[config.mk]
export PLATFORM = sky130hd
export DESIGN_NAME = status_lamp_driver
export DESIGN_NICKNAME = d
export VERILOG_FILES = /design/src/hw/lamp_pkg.sv /design/src/hw/status_lamp_driver.sv
export SDC_FILE = /design/constraint.sdc
export NUM_CORES = 1
export LEC_CHECK = 0
export BUFFER_PORTS_ARGS = -buffer_cell sky130_fd_sc_hd__clkbuf_2
export CORE_UTILIZATION = 35
export DETAILED_ROUTE_END_ITERATION = 8
export GPL_TIMING_DRIVEN = 0
export PLACE_DENSITY = 0.61
export RECOVER_POWER = 25
export SETUP_SLACK_MARGIN = 0.15
export SYNTH_ARGS = -nofsm -noshare
export SYNTH_HDL_FRONTEND = slang
export SYNTH_SLANG_ARGS = --single-unit
export TNS_END_PERCENT = 1
[constraint.sdc]
create_clock -name sys_clk -period 2.35 [get_ports sys_clk]
set_input_delay 0.235 -clock sys_clk [delete_from_list [all_inputs] [get_ports sys_clk]]
set_output_delay 0.235 -clock sys_clk [all_outputs]
set_load 0.02 [all_outputs]
[src/hw/lamp_pkg.sv]
// constants, register map and carrier types for the status lamp driver
package lamp_pkg;
    // time base: one pattern tick per millisecond
    localparam int CLK_MHZ      = 200;
    localparam int TICK_US      = 1000;
    localparam int TICK_CYCLES  = TICK_US * CLK_MHZ;
    localparam int TICK_W       = 18;
    localparam int PAT_W        = 11;
    // lamp pattern timing in milliseconds, blink rates in hertz (run blink in tenths of a hertz)
    localparam int RUN_BLINK_HZ_X10 = 25;
    localparam int BLINK_HALF_MS    = 5000 / RUN_BLINK_HZ_X10;
    localparam int FLASH_ON_MS      = 200;
    localparam int FLASH_OFF_MS     = 1000;
    localparam int LOAD_SLOW_HZ     = 1;
    localparam int LOAD_FAST_HZ     = 6;
    localparam int SLOW_HALF_MS     = 1000 / (2 * LOAD_SLOW_HZ);
    localparam int FAST_HALF_MS     = 1000 / (2 * LOAD_FAST_HZ);
    localparam int FLICK_HALF_MS    = 50;
    localparam int ACT_HOLD_MS      = 100;
    localparam int HOLD_W           = 7;
    // pattern generator indices
    localparam int PAT_FLICK  = 0;
    localparam int PAT_BLINK  = 1;
    localparam int PAT_SINGLE = 2;
    localparam int PAT_DOUBLE = 3;
    localparam int PAT_SLOW   = 4;
    localparam int PAT_FAST   = 5;
    localparam int NPAT       = 6;
    localparam int PAT_PERIOD [NPAT] = '{
        2 * FLICK_HALF_MS,
        2 * BLINK_HALF_MS,
        FLASH_ON_MS + FLASH_OFF_MS,
        3 * FLASH_ON_MS + FLASH_OFF_MS,
        2 * SLOW_HALF_MS,
        2 * FAST_HALF_MS
    };
    // register map, byte addresses
    localparam logic [7:0]  ADDR_CTRL    = 8'h00;
    localparam logic [7:0]  ADDR_CAUSE   = 8'h04;
    localparam logic [7:0]  ADDR_STATUS  = 8'h08;
    localparam int          CTRL_W       = 17;
    localparam int          STICKY_BIT   = 7;
    localparam logic [7:0]  AL_CHANGE_ERR = 8'h01;
    localparam logic [31:0] CAUSE_RESET  = 32'h0000_0000;
    localparam logic [CTRL_W-1:0] CTRL_RESET = 17'h0_0000;

    typedef enum logic [1:0] {NET_INIT, NET_PREOP, NET_SAFEOP, NET_OP} net_state_t;

    // control word as written by software
    typedef struct packed {
        logic [7:0] al_change;
        logic       fatal;
        logic       pdi_fail;
        logic       wd_timeout;
        logic       cfg_err;
        logic       loader_busy;
        logic       loader_run;
        logic       started;
        net_state_t state;
    } ctrl_t;

    // lamp drive, high lights the lamp
    typedef struct packed {
        logic link_a;
        logic link_b;
        logic run_green;
        logic run_red;
        logic err_red;
    } lamps_t;
endpackage : lamp_pkg

[src/hw/status_lamp_driver.sv]
// status lamp pattern driver with register port and fault forwarding
// Notes on behaviour
// - a link lamp is dark when its port has no link or the controller is not started.
// - a link lamp is steady green with a link and no traffic.
// - a link lamp flickers green while frames pass on its port.
// - the green run lamp is dark in the initialisation state.
// - the green run lamp blinks at about 2.5 Hz in pre-operational state.
// - in safe-operational state the green run lamp single-flashes 200 ms on, 1000 ms off.
// - the green run lamp is steady in operational state.
// - while the loader runs the run lamp blinks red, 1 Hz idle and 6 Hz busy.
// - the error lamp is dark without error and blinks on a configuration error.
// - an application state change with code 0x01 makes the error lamp single-flash.
// - a watchdog timeout makes the error lamp double-flash.
// - a data interface failure or fatal event lights the error lamp steadily; cause readable.
// - while the loader runs and no fault is set the error lamp also blinks at 1 Hz idle, 6 Hz busy.
// - every fault is forwarded both to the drive and to the network master.
// - the red run colour is used only by the loader, otherwise green.
`timescale 1ns/10ps
`default_nettype none

module status_lamp_driver #(
    parameter int TICK_CYCLES = lamp_pkg::TICK_CYCLES
) (
    // clock and reset
    input  wire logic            sys_clk,
    input  wire logic            rst,
    // register port
    input  wire logic [7:0]      reg_addr,
    input  wire logic [31:0]     reg_wdata,
    input  wire logic            reg_wr,
    input  wire logic            reg_rd,
    output logic [31:0]          reg_rdata,
    // physical port status pins
    input  wire logic [1:0]      link_up,
    input  wire logic [1:0]      link_act,
    // lamps
    output lamp_pkg::lamps_t     lamps,
    // fault forwarding
    output logic                 fault_to_drive,
    output logic                 fault_to_master
);
    import lamp_pkg::*;

    ctrl_t              ctrl_q;
    logic [31:0]        cause_q;
    logic               sticky_q;
    logic [31:0]        rdata_q;
    logic [1:0]         up_meta_q;
    logic [1:0]         up_sync_q;
    logic [1:0]         act_meta_q;
    logic [1:0]         act_sync_q;
    logic [1:0]         act_prev_q;
    logic [TICK_W-1:0]  tick_cnt_q;
    logic               tick_q;
    logic [PAT_W-1:0]   pat_cnt_q [NPAT];
    logic [NPAT-1:0]    pat_on;
    logic [HOLD_W-1:0]  hold_q [2];
    lamps_t             lamps_d;
    lamps_t             lamps_q;
    logic               fault_any;
    logic               fault_q;
    logic               al_changed;
    logic               loader_pat;

    // register writes
    always_ff @(posedge sys_clk) begin
        if (rst) begin
            ctrl_q  <= ctrl_t'(CTRL_RESET);
            cause_q <= CAUSE_RESET;
        end else if (reg_wr) begin
            if (reg_addr == ADDR_CTRL) begin
                ctrl_q <= ctrl_t'(reg_wdata[CTRL_W-1:0]);
            end
            if (reg_addr == ADDR_CAUSE) begin
                cause_q <= reg_wdata;
            end
        end
    end

    // sticky fault flag, a new fault wins over the clear
    always_ff @(posedge sys_clk) begin
        if (rst) begin
            sticky_q <= 1'b0;
        end else if (fault_any) begin
            sticky_q <= 1'b1;
        end else if (reg_wr && reg_addr == ADDR_STATUS && reg_wdata[STICKY_BIT]) begin
            sticky_q <= 1'b0;
        end
    end

    // read data valid only in the cycle after the strobe
    always_ff @(posedge sys_clk) begin
        if (rst) begin
            rdata_q <= 32'h0000_0000;
        end else if (reg_rd) begin
            unique case (reg_addr)
                ADDR_CTRL:   rdata_q <= {15'h0000, ctrl_q};
                ADDR_CAUSE:  rdata_q <= cause_q;
                ADDR_STATUS: rdata_q <= {24'h00_0000, sticky_q, fault_q,
                                         up_sync_q, lamps_q.link_a, lamps_q.run_green,
                                         lamps_q.run_red, lamps_q.err_red};
                default:     rdata_q <= 32'h0000_0000;
            endcase
        end else begin
            rdata_q <= 32'h0000_0000;
        end
    end

    assign reg_rdata = rdata_q;

    // two-stage synchronisers for the port pins
    always_ff @(posedge sys_clk) begin
        if (rst) begin
            up_meta_q  <= 2'h0;
            up_sync_q  <= 2'h0;
            act_meta_q <= 2'h0;
            act_sync_q <= 2'h0;
            act_prev_q <= 2'h0;
        end else begin
            up_meta_q  <= link_up;
            up_sync_q  <= up_meta_q;
            act_meta_q <= link_act;
            act_sync_q <= act_meta_q;
            act_prev_q <= act_sync_q;
        end
    end

    // millisecond tick divider
    always_ff @(posedge sys_clk) begin
        if (rst) begin
            tick_cnt_q <= '0;
            tick_q     <= 1'b0;
        end else if (tick_cnt_q == TICK_W'(TICK_CYCLES - 1)) begin
            tick_cnt_q <= '0;
            tick_q     <= 1'b1;
        end else begin
            tick_cnt_q <= tick_cnt_q + 1'b1;
            tick_q     <= 1'b0;
        end
    end

    // one millisecond counter per pattern period
    for (genvar i = 0; i < NPAT; i++) begin : g_pat
        always_ff @(posedge sys_clk) begin
            if (rst) begin
                pat_cnt_q[i] <= '0;
            end else if (tick_q) begin
                if (pat_cnt_q[i] == PAT_W'(PAT_PERIOD[i] - 1)) begin
                    pat_cnt_q[i] <= '0;
                end else begin
                    pat_cnt_q[i] <= pat_cnt_q[i] + 1'b1;
                end
            end
        end
    end

    // pattern phases, each period opens with its off phase
    always_comb begin
        pat_on[PAT_FLICK]  = pat_cnt_q[PAT_FLICK] >= PAT_W'(FLICK_HALF_MS);
        pat_on[PAT_BLINK]  = pat_cnt_q[PAT_BLINK] >= PAT_W'(BLINK_HALF_MS);
        pat_on[PAT_SINGLE] = pat_cnt_q[PAT_SINGLE] >= PAT_W'(FLASH_OFF_MS);
        pat_on[PAT_DOUBLE] = (pat_cnt_q[PAT_DOUBLE] >= PAT_W'(FLASH_OFF_MS)
                              && pat_cnt_q[PAT_DOUBLE] < PAT_W'(FLASH_OFF_MS + FLASH_ON_MS))
                             || pat_cnt_q[PAT_DOUBLE]
                                >= PAT_W'(FLASH_OFF_MS + 2 * FLASH_ON_MS);
        pat_on[PAT_SLOW]   = pat_cnt_q[PAT_SLOW] >= PAT_W'(SLOW_HALF_MS);
        pat_on[PAT_FAST]   = pat_cnt_q[PAT_FAST] >= PAT_W'(FAST_HALF_MS);
    end

    // traffic stretch per port so short frames stay visible
    for (genvar p = 0; p < 2; p++) begin : g_act
        always_ff @(posedge sys_clk) begin
            if (rst) begin
                hold_q[p] <= '0;
            end else if (act_sync_q[p] != act_prev_q[p] || act_sync_q[p]) begin
                hold_q[p] <= HOLD_W'(ACT_HOLD_MS);
            end else if (tick_q && hold_q[p] != '0) begin
                hold_q[p] <= hold_q[p] - 1'b1;
            end
        end
    end

    assign al_changed = ctrl_q.al_change == AL_CHANGE_ERR;
    assign loader_pat = ctrl_q.loader_busy ? pat_on[PAT_FAST] : pat_on[PAT_SLOW];
    assign fault_any  = ctrl_q.pdi_fail | ctrl_q.fatal | ctrl_q.wd_timeout
                      | al_changed | ctrl_q.cfg_err;

    // lamp selection
    always_comb begin
        lamps_d = '0;
        // link lamps
        if (up_sync_q[0] && ctrl_q.started) begin
            lamps_d.link_a = (hold_q[0] != '0) ? pat_on[PAT_FLICK] : 1'b1;
        end else begin
            lamps_d.link_a = 1'b0;
        end
        if (up_sync_q[1] && ctrl_q.started) begin
            lamps_d.link_b = (hold_q[1] != '0) ? pat_on[PAT_FLICK] : 1'b1;
        end else begin
            lamps_d.link_b = 1'b0;
        end
        // run lamp, red only while the loader runs
        if (ctrl_q.loader_run) begin
            lamps_d.run_red   = loader_pat;
            lamps_d.run_green = 1'b0;
        end else begin
            lamps_d.run_red = 1'b0;
            unique case (ctrl_q.state)
                NET_INIT:   lamps_d.run_green = 1'b0;
                NET_PREOP:  lamps_d.run_green = pat_on[PAT_BLINK];
                NET_SAFEOP: lamps_d.run_green = pat_on[PAT_SINGLE];
                NET_OP:     lamps_d.run_green = 1'b1;
            endcase
        end
        // error lamp, most severe first
        if (ctrl_q.pdi_fail || ctrl_q.fatal) begin
            lamps_d.err_red = 1'b1;
        end else if (ctrl_q.wd_timeout) begin
            lamps_d.err_red = pat_on[PAT_DOUBLE];
        end else if (al_changed) begin
            lamps_d.err_red = pat_on[PAT_SINGLE];
        end else if (ctrl_q.cfg_err) begin
            lamps_d.err_red = pat_on[PAT_BLINK];
        end else if (ctrl_q.loader_run) begin
            lamps_d.err_red = loader_pat;
        end else begin
            lamps_d.err_red = 1'b0;
        end
    end

    // registered lamp drive and fault forwarding
    always_ff @(posedge sys_clk) begin
        if (rst) begin
            lamps_q <= '0;
            fault_q <= 1'b0;
        end else begin
            lamps_q <= lamps_d;
            fault_q <= fault_any;
        end
    end

    assign lamps           = lamps_q;
    assign fault_to_drive  = fault_q;
    assign fault_to_master = fault_q;

    // link lamp dark without link or start
    a_link_dark_a: assert property (@(posedge sys_clk) disable iff (rst)
        (!up_sync_q[0] || !ctrl_q.started) |=> !lamps.link_a)
        else $error("link lamp a lit without link");

    // link lamp steady with link and no traffic
    a_link_steady_b: assert property (@(posedge sys_clk) disable iff (rst)
        (up_sync_q[1] && ctrl_q.started && hold_q[1] == '0) |=> lamps.link_b)
        else $error("link lamp b not steady on idle link");

    // link lamp follows the flicker counter while traffic is stretched
    a_link_flicker_b: assert property (@(posedge sys_clk) disable iff (rst)
        (up_sync_q[1] && ctrl_q.started && hold_q[1] != '0)
        |=> lamps.link_b == ($past(pat_cnt_q[PAT_FLICK]) >= PAT_W'(FLICK_HALF_MS)))
        else $error("link lamp b not flickering on traffic");

    // traffic restarts the stretch to its full length
    a_act_hold_load: assert property (@(posedge sys_clk) disable iff (rst)
        act_sync_q[0] |=> hold_q[0] == HOLD_W'(ACT_HOLD_MS))
        else $error("traffic stretch not reloaded");

    // run lamp in init and operational states
    a_run_init_dark: assert property (@(posedge sys_clk) disable iff (rst)
        (!ctrl_q.loader_run && ctrl_q.state == NET_INIT) |=> !lamps.run_green)
        else $error("run lamp lit in init state");

    a_run_op_lit: assert property (@(posedge sys_clk) disable iff (rst)
        (!ctrl_q.loader_run && ctrl_q.state == NET_OP) |=> lamps.run_green)
        else $error("run lamp dark in operational state");

    // pre-operational blink taken from its own counter
    a_run_preop_blink: assert property (@(posedge sys_clk) disable iff (rst)
        (!ctrl_q.loader_run && ctrl_q.state == NET_PREOP)
        |=> lamps.run_green == ($past(pat_cnt_q[PAT_BLINK]) >= PAT_W'(BLINK_HALF_MS)))
        else $error("run lamp not blinking in pre-operational state");

    // safe-operational flash lit only in the last part of its period
    a_single_flash_on: assert property (@(posedge sys_clk) disable iff (rst)
        (!ctrl_q.loader_run && ctrl_q.state == NET_SAFEOP)
        |=> lamps.run_green == ($past(pat_cnt_q[PAT_SINGLE]) >= PAT_W'(FLASH_OFF_MS)))
        else $error("single flash phase wrong");

    // red run colour only from the loader
    a_red_run_loader: assert property (@(posedge sys_clk) disable iff (rst)
        lamps.run_red |-> $past(ctrl_q.loader_run) && !lamps.run_green)
        else $error("red run lamp without loader");

    // busy loader blink follows the fast rate
    a_loader_fast_rate: assert property (@(posedge sys_clk) disable iff (rst)
        (ctrl_q.loader_run && ctrl_q.loader_busy) |=> lamps.run_red == $past(pat_on[PAT_FAST]))
        else $error("busy loader not at fast rate");

    // error lamp steady on data interface or fatal fault
    a_err_steady_on: assert property (@(posedge sys_clk) disable iff (rst)
        (ctrl_q.pdi_fail || ctrl_q.fatal) |=> lamps.err_red)
        else $error("error lamp not steady on failure");

    // watchdog outranks application change
    a_err_double_prio: assert property (@(posedge sys_clk) disable iff (rst)
        (!ctrl_q.pdi_fail && !ctrl_q.fatal && ctrl_q.wd_timeout && al_changed)
        |=> lamps.err_red == $past(pat_on[PAT_DOUBLE]))
        else $error("error lamp priority wrong");

    // application change single flash when nothing more severe holds
    a_err_single_flash: assert property (@(posedge sys_clk) disable iff (rst)
        (!ctrl_q.pdi_fail && !ctrl_q.fatal && !ctrl_q.wd_timeout && al_changed)
        |=> lamps.err_red == ($past(pat_cnt_q[PAT_SINGLE]) >= PAT_W'(FLASH_OFF_MS)))
        else $error("error lamp not single flashing on state change");

    // configuration error blink below the flash patterns
    a_err_cfg_blink: assert property (@(posedge sys_clk) disable iff (rst)
        (!ctrl_q.pdi_fail && !ctrl_q.fatal && !ctrl_q.wd_timeout
         && !al_changed && ctrl_q.cfg_err)
        |=> lamps.err_red == ($past(pat_cnt_q[PAT_BLINK]) >= PAT_W'(BLINK_HALF_MS)))
        else $error("error lamp not blinking on configuration error");

    // error lamp dark without any fault or loader
    a_err_clean_dark: assert property (@(posedge sys_clk) disable iff (rst)
        (!fault_any && !ctrl_q.loader_run) |=> !lamps.err_red)
        else $error("error lamp lit without fault");

    // idle loader blinks the error lamp at the slow rate
    a_err_loader_blink: assert property (@(posedge sys_clk) disable iff (rst)
        (!fault_any && ctrl_q.loader_run && !ctrl_q.loader_busy)
        |=> lamps.err_red == ($past(pat_cnt_q[PAT_SLOW]) >= PAT_W'(SLOW_HALF_MS)))
        else $error("error lamp not at idle loader rate");

    // faults reach both parties one cycle later
    a_fault_forward: assert property (@(posedge sys_clk) disable iff (rst)
        fault_any |=> fault_to_drive && fault_to_master && sticky_q)
        else $error("fault not forwarded");

    // forwarded fault drops once every condition is gone
    a_fault_release: assert property (@(posedge sys_clk) disable iff (rst)
        !fault_any |=> !fault_to_drive && !fault_to_master)
        else $error("fault still forwarded without cause");

    // patterns restart from the off phase after reset
    a_pat_reset_off: assert property (@(posedge sys_clk)
        rst |=> pat_cnt_q[PAT_DOUBLE] == '0 && !pat_on[PAT_DOUBLE])
        else $error("pattern not restarted by reset");

endmodule : status_lamp_driver

`default_nettype wire

# --- Yosys cells after proc, flatten, opt, wreduce, memory -nomap -nowiden ---
# Memories as Yosys holds them, arrays and structs flattened.
# Index checks and enable logic that the tools add are counted.
word_totals:
  word_cells: 200
  regBits: 117
  inputBits: 48
  out_inout_bits: 39
  mem_bits_rw: 80
  n_memories: 2
classes:
  n_bitwise: 24
  reduce_logical: 24
  eq_ne: 15
  add_sub_neg: 9
  n_lt_le_gt_ge: 8
  n_mux: 93
mem_list:
  columns: ["name", "depth", "width", "rd", "rd_ports_with_merged_regs", "write_ports", "line", "source"]
  rows:
  - ["pat_cnt_q", 6, 11, 6, 0, 6, "status_lamp_driver.sv:55", "logic [PAT_W-1:0] pat_cnt_q [NPAT];"]
  - ["hold_q", 2, 7, 2, 0, 2, "status_lamp_driver.sv:57", "logic [HOLD_W-1:0] hold_q [2];"]
ops:
  columns: ["cell", "n"]
  rows:
  - ["11-bit two-way mux", 12]
  - ["32-bit one-hot mux with 3 select lines", 1]
  - ["1-bit two-way mux", 75]
  - ["11-bit by 1-bit adder with 11-bit output (second input constant)", 6]
  - ["7-bit two-way mux", 4]
  - ["11-bit equality test (second input constant)", 2]
  - ["11-bit by 10-bit greater-or-equal comparator with 1-bit output (second input constant)", 2]
  - ["1-bit bitwise OR", 20]
  - ["18-bit by 1-bit adder with 18-bit output (second input constant)", 1]
  - ["18-bit equality test (second input constant)", 1]
  - ["7-bit nonzero test", 2]
  - ["7-bit by 1-bit subtractor with 7-bit output (second input constant)", 2]
  - ["2-bit OR reduction", 6]
  - ["11-bit by 10-bit equality test with 1-bit output (second input constant)", 1]
  - ["11-bit by 7-bit equality test with 1-bit output (second input constant)", 1]
  - ["11-bit by 8-bit equality test with 1-bit output (second input constant)", 1]
  - ["11-bit by 9-bit equality test with 1-bit output (second input constant)", 1]
  - ["11-bit greater-or-equal comparator (second input constant)", 1]
  - ["11-bit by 6-bit greater-or-equal comparator with 1-bit output (second input constant)", 1]
  - ["11-bit by 7-bit greater-or-equal comparator with 1-bit output (second input constant)", 1]
  - ["11-bit by 8-bit greater-or-equal comparator with 1-bit output (second input constant)", 1]
  - ["11-bit by 9-bit greater-or-equal comparator with 1-bit output (second input constant)", 1]
  - ["11-bit less-than comparator (second input constant)", 1]
  - ["8-bit by 1-bit equality test with 1-bit output (second input constant)", 1]
  - ["13 further kinds", 28]

# --- Depth between registers and ports, before layout ---
# Gate-level depths: netlist (run 1).
depth:
  depth_word: 7
  depth_mapped: 7
  mapped_depth_nobuf: 6

# --- Worst setup path before layout (run 1) ---
# OpenSTA, ideal clock, no wires.
synth_path:
  path_type: "input port to flip-flop"
  start: "input rst"
  end: "memory pat_cnt_q[0][0] (enable)"
  slack_ns: 0.268
  path_buffers: 2
  setup_ns: 0.395
  t_arrival_ns: 1.686
  stages: 3
  required_ns: 1.955
  cell_sequence: "clkbuf_1 -> clkbuf_1 -> or2_2"
synth_lines:
  columns: ["item", "line", "source"]
  rows:
  - ["start: declaration", "status_lamp_driver.sv:26", "input wire logic rst,"]
  - ["end: declaration", "status_lamp_driver.sv:55", null]

# --- Final worst setup path (run 1) ---
layout_path:
  start: "input reg_addr[5]"
  end: "register ctrl_q[9] in the netlist's numbering"
layout_between:
  elab_chain_len: 2
layout_lines:
  columns: ["item", "line", "source"]
  rows:
  - ["start: declaration", "status_lamp_driver.sv:28", "input wire logic [7:0] reg_addr,"]
  - ["8-bit logical NOT", "status_lamp_driver.sv:71", "if (reg_addr == ADDR_CTRL) begin"]
  - ["2-bit AND reduction (no source line)", null, null]
  - ["end signal: assignment", "status_lamp_driver.sv:68", "ctrl_q <= ctrl_t'(CTRL_RESET);"]
  - ["end signal: assignment", "status_lamp_driver.sv:72", "ctrl_q <= ctrl_t'(reg_wdata[CTRL_W-1:0]);"]
  - ["end: declaration", "status_lamp_driver.sv:44", "ctrl_t ctrl_q;"]
# Every way passes these cells.
# A chain may end at the register's enable or synchronous reset.

==> impl_metrics.yaml, run 1 <==
place:
  place_hpwl_mm: 12.5
  dp_slack_ns: -0.225
  port-buffer-count: 85
  place_congestion: 0.829
timing:
  setup_viol: 0
  min_period_ns: 2.19
  holdWs_ns: 0.0132
  rsz0062_at_grt: "yes"
  worstMarginPinSlew_ns: 0.718
  fin_skew_ns: 0.00923
  slew_headroom_pct: 51.8
  finalSetupTns_ns: 0
  fin_ws_ns: 0.161
  timing.fmax_ghz: 0.457
  hold_viol: 0
  timing.final.crit_share_pct: 93.1
  timing.final.max_slew_violations: 0
floorplanning:
  die-width_microns: 158
  start_util_pct: 36.1
  row_count: 56
  io_pins: 87
  coreArea_sq_um: 23700
  die_h_microns: 158
  dieArea_sq_um: 25100
drt:
  vias_per_cell: 4.75
  avgRoutedWirePerCell_microns: 13.5
  antenna_left: 0
  vias: 6279
  firstDrtPassIters: 6
  wl_mm: 17.8
  dr.first_iter.drc_count: 381
  post-route-drc-count: 0
job:
  max-cap-violations: 0
cts:
  cts.clk_slew.worst_paths_ns: 0.09
  cts_buffers: 17
  clock_path_buffers: 2
  cts_tree: "yes"
  cts_setup_buffers: 0
  cts.sinks: 197
  worstSkewPairLatency_ns: 0.44
  htreeDepth: 4
  cts_root_buf: "clkbuf_16"
layout:
  diodes: 0
  area_delta_synth_final_pct: 16.9
  fill_cells: 2373
  fin_nets: 1054
  drive_gt1_share_pct: 9.68
worst_setup_path:
  startpoint_type: "input port"
  cp-end-kind: "flop"
  path_class: "input port to flop"
  crit_required_ns: 2.65
  rrSetupSlack_ns: 0.25
  arrival_ns: 2.49
  cp_max_fo: 10
logic_synthesis:
  synth_fp_nets: 942
  ys_warn_count: 0
  syn_area_sq_um: 8550
  synth.avg_cell_area_sq_um: 9.75
  ys_ff_latch: 197
  ys_types: 57
  synth_area_leaders: "edfxtp_1, dfxtp_1, nor2_1"
  yosysSeqAreaShare_pct: 55.5
  synth-edff-count: 80
  async_reset_ff_share_pct: 0
  syn_inst: 877
  synth_largest_area_cell: "edfxtp_1"
  synth_top_flop_cell: "dfxtp_1"
  synth_top_area_share_pct: 28.1
global_route:
  grt_usage_pct: 14.7
  antenna_found_initial: 0
  grt_pass1_vias: 5781
  grt_pass1_wl_mm: 28.6
  grt_overflow: 0
  grt_max_degree: 44
min_path:
  hold_path_class: "input port to flop"
power_and_ir_drop:
  power_density_nw_per_um2: 698
  p_leak_nw: 3.53
  total_power_mw: 6.98
  ir_worst_vdd_mv: 0.422
status:
  status: "completed"
state kept, by name, summed over array words and instances (netlist names), 2 cells and up:
signal / count
pat_cnt_q: 66
lamps: 5
up_meta_q: 2
ctrl_q: 17
up_sync_q: 2
act_prev_q: 2
act_sync_q: 2
tick_cnt_q: 18
hold_q: 14
reg_rdata: 32
cause_q: 32
act_meta_q: 2
logic make-up after synthesis:
logic type,share of synthesized area [%]
and+or+nand+nor,23.3
DFF,55.5
AOI/OAI and AO/OA,6.73
xor gates and xnor gates,7.99
buffers and inverters,3.02
adders and majority gates,2.49
muxes,0.937
worst max-delay path, cell delays in order:
cell      delay [ns]
clkbuf_2        0.08
or4_4           0.54
nor4_1          0.39
clkbuf_1        0.47
nand2_1         0.34
buf_2           0.29
nand2_1         0.09
a21oi_1         0.06
layout make-up:
| type | count | area, sq um | share of cell area (%) |
|---|---|---|---|
| Clock inverter | 15 | 195 | 1.95 |
| Buffer | 32 | 169 | 1.69 |
| Clock buffer | 17 | 425 | 4.26 |
| Tap cell | 319 | 399 | 3.99 |
| Multi-Input combinational cell | 626 | 3510 | 35.1 |
| Sequential cell | 197 | 4740 | 47.5 |
| Inverter | 22 | 82.6 | 0.826 |
| Timing Repair Buffer | 93 | 467 | 4.67 |
per-layer routing:
| layer | track usage [%] | vias up | routed length [microns] |
|---|---|---|---|
| li1 | - | 3208 | - |
| met1 | 19.9 | 2935 | 8880 |
| met2 | 23.1 | 117 | 8050 |
| met3 | 2.94 | 19 | 626 |
| met4 | 5.68 | 0 | 256 |
| met5 | 0 | - | 0 |
power breakdown:
part | switching (mW) | internal, mW | total, mW
Combinational | 0.162 | 0.123 | 0.285
Clock | 1.52 | 1.48 | 2.99
Sequential | 0.0751 | 3.62 | 3.70
Total | 1.75 | 5.22 | 6.98
per-stage QoR:
stage               std cells  cell area, sq um  util, %
floorplan                 877              8550        -
global placement         1281              9370     39.6
detailed placement       1282              9400     39.7
CTS                      1320             10100     42.5
global route             1321              9990     42.2
finish                   1321              9990     42.2
final timing paths:
kind                            startpoint                       end  depth (start not counted)
setup / recovery               reg_addr[5]    ctrl_q[9]$_SDFFE_PP0P_                          8
hold / removal               reg_wdata[29]  cause_q[29]$_SDFFE_PP0P_                          3
setup reg to reg         tick_q$_SDFF_PP0_    hold_q[0][5]$_DFFE_PP_                          4
hold reg to reg   act_meta_q[1]$_SDFF_PP0_  act_sync_q[1]$_SDFF_PP0_                          1
cell usage in the layout, fill, tap and decap left out, types with 21 or more instances in the layout:
cell / count
nand3_1: 27
clkbuf_2: 48
a21oi_1: 68
xor2_1: 35
dfxtp_1: 117
edfxtp_1: 80
clkbuf_1: 57
and2_1: 21
and3_1: 24
nand2_1: 137
xnor2_1: 43
inv_1: 21
nor2_1: 142
Yosys cell counts (9+ instances only):
master    count
dfxtp_1     117
a22oi_1       9
nand4_1      12
nand2_1     135
xor2_1       35
nor3_1        9
nand3_1      27
nor2_1      142
inv_1        21
and3_1       24
edfxtp_1     80
and2_1       23
a21oi_1      68
ha_1         17
xnor2_1      43
nor2b_1      13
clkbuf_1     16
timing repair:
| item | 4_1_cts | 5_1_grt |
|---|---|---|
| gates resized for setup | 0 | 2 |
| hold endpoints to repair | 6 | 1 |
| setup endpoints to repair | 0 | 24 |
| hold buffers | 6 | 1 |
Power figures use the tool's default switching activity.
==> inputs of run 2 (changes only) <==
--- a/config.mk
+++ b/config.mk
@@ -6,10 +6,10 @@
 export NUM_CORES = 1
 export LEC_CHECK = 0
 export BUFFER_PORTS_ARGS = -buffer_cell sky130_fd_sc_hd__clkbuf_2
-export CORE_UTILIZATION = 35
+export CORE_UTILIZATION = 45
 export DETAILED_ROUTE_END_ITERATION = 8
 export GPL_TIMING_DRIVEN = 0
-export PLACE_DENSITY = 0.61
+export PLACE_DENSITY = 0.73
 export RECOVER_POWER = 25
 export SETUP_SLACK_MARGIN = 0.15
 export SYNTH_ARGS = -nofsm -noshare
==> run 2 against run 1 <==
Compared with the run above:
- register-to-register slack better by 0.08 ns
- sequential power about the same
- utilization up 10 points
- clock-buffer cell count is the same
- setup slack improved by 0.15 ns
- global-route usage grew 3.7 points
- wire length fell by 2.6%
- via count increased by 1.8%
- non-clock buffer count shrank 7
- die area is 22% lower
- sequential share of layout area increased by 1.1 points
- critical endpoint is now ctrl_q[11]$_SDFFE_PP0P_
- largest power group unchanged
==> impl_metrics.yaml, run 2 (synthesis gave the netlist of run 1 again) <==
timing:
  holdWs_ns: 0.00988
  timing.final.max_slew_violations: 0
  fin_ws_ns: 0.308
  setup_viol: 0
  fin_skew_ns: 0.00492
  timing.fmax_ghz: 0.490
  slew_headroom_pct: 38.8
  worstMarginPinSlew_ns: 0.918
  finalSetupTns_ns: 0
  rsz0062_at_grt: "no"
  min_period_ns: 2.04
  timing.final.crit_share_pct: 86.9
  hold_viol: 0
drt:
  vias_per_cell: 5.20
  wl_mm: 17.3
  post-route-drc-count: 0
  avgRoutedWirePerCell_microns: 14.1
  firstDrtPassIters: 5
  vias: 6389
  antenna_left: 0
  dr.first_iter.drc_count: 344
floorplanning:
  die-width_microns: 140
  start_util_pct: 45.9
  dieArea_sq_um: 19600
  coreArea_sq_um: 18600
  io_pins: 87
  die_h_microns: 140
  row_count: 50
power_and_ir_drop:
  power_frac_comb_pct: 4.0
  total_power_mw: 6.82
  intPower_mw: 5.16
  p_leak_nw: 3.49
  power.switching_mw: 1.66
  swShare_pct: 24.3
  p_seq_share_pct: 54.2
  clockPowerShare_pct: 41.8
  ir_worst_vdd_mv: 0.427
  power_density_nw_per_um2: 698
layout:
  final_cell_mix: "nor2_1, nand2_1, dfxtp_1"
  diodes: 0
  area_delta_synth_final_pct: 14.4
  regMostFlops: "pat_cnt_q"
  fill_cells: 1707
  layout_commonest_cell: "nor2_1"
  drive_gt1_share_pct: 9.75
  fin_nets: 1047
  largest_reg_flops: 66
place:
  dp_slack_ns: -0.0333
  place_congestion: 0.771
  port-buffer-count: 85
  place_hpwl_mm: 11.8
worst_setup_path:
  cp-end-kind: "flop"
  startpoint_type: "input port"
  path_cells: "clkbuf_2 -> or4_1 -> nor4_1 -> clkbuf_1 -> nand2_4 -> buf_2 -> nand2_1 -> a21oi_1"
  rrSetupSlack_ns: 0.33
  crit_buf_inv: 3
  critPathTopFamily: "simple AND/OR/NAND/NOR gates"
  cp_max_fo: 10
  crit_required_ns: 2.65
  arrival_ns: 2.35
  path_class: "input port to flop"
  cp_slowest_cell: "or4_1"
  worst_path_largest_cell_delay_ns: 0.57
cts:
  cts_setup_buffers: 0
  cts_buffers: 17
  clock_path_buffers: 2
  worstSkewPairLatency_ns: 0.44
  cts.clk_slew.worst_paths_ns: 0.08
  cts_root_buf: "clkbuf_16"
  cts_tree: "yes"
  cts.sinks: 197
  htreeDepth: 4
global_route:
  grt_pass1_vias: 6054
  grt_max_degree: 67
  grt_overflow: 0
  antenna_found_initial: 0
  grt_usage_pct: 18.4
  grt_pass1_wl_mm: 28.7
status:
  status: "completed"
min_path:
  hold_path_class: "input port to flop"
job:
  max-cap-violations: 0
==> run 2: cell types whose count changed in the layout (fill, tap and decap cells not counted), sizes merged <==
cell and delta:
clkinvlp -1, clkinv +2, clkbuf -1, inv -1, dlygate4sd3 -6
==> run 2: path summary, 6_finish.rpt <==
check / from / endpoint / cells past startpoint
worst min-delay path: link_up[1] / up_meta_q[1]$_SDFF_PP0_ / 2
worst max register to register: pat_cnt_q[5][0]$_SDFFCE_PN0P_ / lamps[0]$_SDFF_PP0_ / 6
worst min register to register: up_sync_q[0]$_SDFF_PP0_ / lamps[4]$_SDFF_PP0_ / 2
worst max-delay path: reg_addr[5] / ctrl_q[11]$_SDFFE_PP0P_ / 8
==> run 2: layer usage <==
layer,up-vias,GRT usage [%],share of wire (%)
met5,-,0,0
met4,0,7.23,2.2
met3,31,3.72,4.5
met2,158,30.0,46
met1,3002,23.9,47
li1,3198,-,-
==> run 2: layout make-up <==
type	count	area, sq um	area share [%]
sequential	197	4740	48.5
multi-input combinational	626	3520	36.0
clock buffer	17	425	4.35
timing repair buffer	86	387	3.95
tap	234	293	3.00
buffer	32	169	1.73
clock inverter	15	158	1.61
inverter	22	82.6	0.845
==> run 2: power groups by stage <==
| stage | clock, mW | combinational (mW) | sequential (mW) |
|---|---|---|---|
| detailed placement | 0 | 0.273 | 3.78 |
| global route | 3.02 | 0.304 | 3.71 |
| floorplan | 0 | 0.177 | 3.76 |
| CTS | 2.88 | 0.280 | 3.70 |
| finish | 2.85 | 0.274 | 3.70 |
| global placement | 0 | 0.271 | 3.77 |
==> run 2: timing repair <==
action | CTS | global route
hold endpoints to repair | 1 | 0
resized for setup | 0 | 2
endpoints found under the setup margin | 0 | 10
hold buffers | 1 | 0
==> run 2: through the flow <==
stage                     area (sq um)  cells  util, %
after floorplan                   8550    877        -
after global placement            9270   1196     49.7
after detailed placement          9270   1196     49.7
after CTS                         9860   1229     52.9
after global routing              9780   1229     52.4
final                             9780   1229     52.4
==> inputs of run 3 (changes only) <==
--- a/config.mk
+++ b/config.mk
@@ -5,12 +5,14 @@
 export SDC_FILE = /design/constraint.sdc
 export NUM_CORES = 1
 export LEC_CHECK = 0
+export ABC_CLOCK_PERIOD_IN_PS = 2350
 export BUFFER_PORTS_ARGS = -buffer_cell sky130_fd_sc_hd__clkbuf_2
 export CORE_UTILIZATION = 45
 export DETAILED_ROUTE_END_ITERATION = 8
 export GPL_TIMING_DRIVEN = 0
 export PLACE_DENSITY = 0.73
 export RECOVER_POWER = 25
+export REMOVE_ABC_BUFFERS = 1
 export SETUP_SLACK_MARGIN = 0.15
 export SYNTH_ARGS = -nofsm -noshare
 export SYNTH_HDL_FRONTEND = slang
==> run 3 against run 2 <==
Compared with the run above:
- clock power down 2%
- via count down 1.3%
- final area down 0.27%
- die area unchanged
- register-to-register slack worse by 0.06 ns
- flip-flop and latch count unchanged
- first-iteration DRC count up 21%
- fmax down 2.0%
- clock skew up 0.0024 ns
- utilization down 0.14 points
- largest power group unchanged
==> impl_metrics.yaml, run 3 (synthesis gave the netlist of run 1 again) <==
layout:
  layout_commonest_cell: "nor2_1"
  largest_reg_flops: 66
  drive_gt1_share_pct: 9.33
  diodes: 0
  regMostFlops: "pat_cnt_q"
  final_cell_mix: "nor2_1, nand2_1, dfxtp_1"
  area_delta_synth_final_pct: 14.1
  fill_cells: 1683
  fin_nets: 1027
global_route:
  antenna_found_initial: 0
  grt_overflow: 0
  grt_pass1_vias: 5754
  grt_max_degree: 73
  grt_usage_pct: 17.6
  grt_pass1_wl_mm: 27.4
power_and_ir_drop:
  p_leak_nw: 3.47
  power_density_nw_per_um2: 694
  ir_worst_vdd_mv: 0.362
  total_power_mw: 6.77
worst_setup_path:
  cp_slowest_cell: "edfxtp_1"
  timing.rr.end: "lamps[0]$_SDFF_PP0_"
  cp-end-kind: "flop"
  endpoint: "lamps[0]$_SDFF_PP0_"
  rrSetupSlack_ns: 0.27
  r2r_start: "pat_cnt_q[5][0]$_SDFFCE_PN0P_"
  ff2ff_path_depth: 6
  critPathLaunch: "pat_cnt_q[5][0]$_SDFFCE_PN0P_"
  startpoint_type: "flop"
  worst_path_largest_cell_delay_ns: 0.43
  cp.depth: 6
  arrival_ns: 2.42
  cp_max_fo: 6
  path_class: "flop to flop"
  crit_required_ns: 2.68
  crit_buf_inv: 0
  critPathTopFamily: "simple AND/OR/NAND/NOR gates"
  path_cells: "ha_1 -> or4_1 -> o221ai_1 -> and4bb_1 -> o311ai_1 -> a32o_1"
cts:
  htreeDepth: 4
  clock_path_buffers: 2
  cts.sinks: 197
  cts.clk_slew.worst_paths_ns: 0.07
  worstSkewPairLatency_ns: 0.44
  cts_tree: "yes"
  cts_root_buf: "clkbuf_16"
  cts_buffers: 17
drt:
  dr.first_iter.drc_count: 416
  firstDrtPassIters: 7
  wl_mm: 16.7
  vias_per_cell: 5.21
  post-route-drc-count: 0
  antenna_left: 0
  vias: 6303
  avgRoutedWirePerCell_microns: 13.8
timing:
  min_period_ns: 2.08
  timing.final.max_slew_violations: 0
  fin_skew_ns: 0.00731
  timing.fmax_ghz: 0.480
  holdWs_ns: 0.0181
  finalSetupTns_ns: 0
  rsz0062_at_grt: "yes"
  timing.final.crit_share_pct: 88.7
  hold_viol: 0
  setup_viol: 0
  slew_headroom_pct: 39.2
  worstMarginPinSlew_ns: 0.912
job:
  max-cap-violations: 0
status:
  status: "completed"
min_path:
  hold_path_class: "input port to flop"
floorplanning:
  die-width_microns: 140
  die_h_microns: 140
  io_pins: 87
  start_util_pct: 45.9
  row_count: 50
  dieArea_sq_um: 19600
  coreArea_sq_um: 18600
place:
  place_congestion: 0.846
  port-buffer-count: 86
  place_hpwl_mm: 11.0
## run 3: cell types whose count changed in the layout (fill, tap and decap cells not counted), sizes merged
cell / before / now
clkinvlp: 0 / 2
clkbuf: 121 / 102
inv: 30 / 29
clkinv: 7 / 6
dlygate4sd3: 1 / 12
buf: 13 / 1
## run 3: worst register-to-register path, stage by stage (launching register included)
cell and delay [ns]:
edfxtp_1 0.43, ha_1 0.31, or4_1 0.41, o221ai_1 0.15, and4bb_1 0.31, o311ai_1 0.13
a32o_1 0.24
## run 3: per-layer routing
metal | global-route usage [%] | share of wire [%] | vias to the layer above
met3 | 3.61 | 4.9 | 29
met2 | 28.0 | 46 | 148
met5 | 0 | 0 | -
met1 | 23.3 | 47 | 2966
li1 | - | - | 3160
met4 | 7.23 | 1.9 | 0
## run 3: cell type report
type	count	area [sq um]	area share (%)
Multi-Input combinational cell	626	3550	36.5
Clock buffer	17	425	4.36
Sequential cell	197	4740	48.7
Clock inverter	15	141	1.45
Tap cell	234	293	3.00
Timing Repair Buffer	98	504	5.17
Inverter	22	86.3	0.886
## run 3: report_power, final
group | switching (mW) | leakage, nW | internal [mW]
combinational | 0.157 | 1.43 | 0.122
clock | 1.39 | 0.279 | 1.41
sequential | 0.0755 | 1.75 | 3.62
total | 1.62 | 3.47 | 5.15
## run 3: what timing repair did
action	CTS	global route
setup buffers	0	0
hold buffers	12	0
gates resized for setup	6	2
endpoints found under the setup margin	190	39
hold endpoints to repair	12	0
## run 3: stage by stage
stage	area, sq um	util, %	setup WS [ns]	cells
2_1_floorplan	8370	-	0.194	845
3_5_place_dp	9100	48.8	-1.10	1165
3_3_place_gp	9100	48.8	-0.958	1165
5_1_grt	9750	52.3	0.109	1209
6_report	9750	52.3	0.265	1209
4_1_cts	9800	52.6	0.179	1209
## run 3: worst min path at each step
stage                                  startpoint                       end  slack, ns  cells after the start
after global routing                reg_wdata[20]  cause_q[20]$_SDFFE_PP0P_       0.01                      3
after CTS                           reg_wdata[31]  cause_q[31]$_SDFFE_PP0P_      0.002                      3
after detailed placement  up_meta_q[1]$_SDFF_PP0_   up_sync_q[1]$_SDFF_PP0_       0.42                      1
after floorplan                               rst   cause_q[0]$_SDFFE_PP0P_       0.30                      1
final                               reg_wdata[31]  cause_q[31]$_SDFFE_PP0P_       0.02                      3
after global placement    up_meta_q[1]$_SDFF_PP0_   up_sync_q[1]$_SDFF_PP0_       0.42                      1
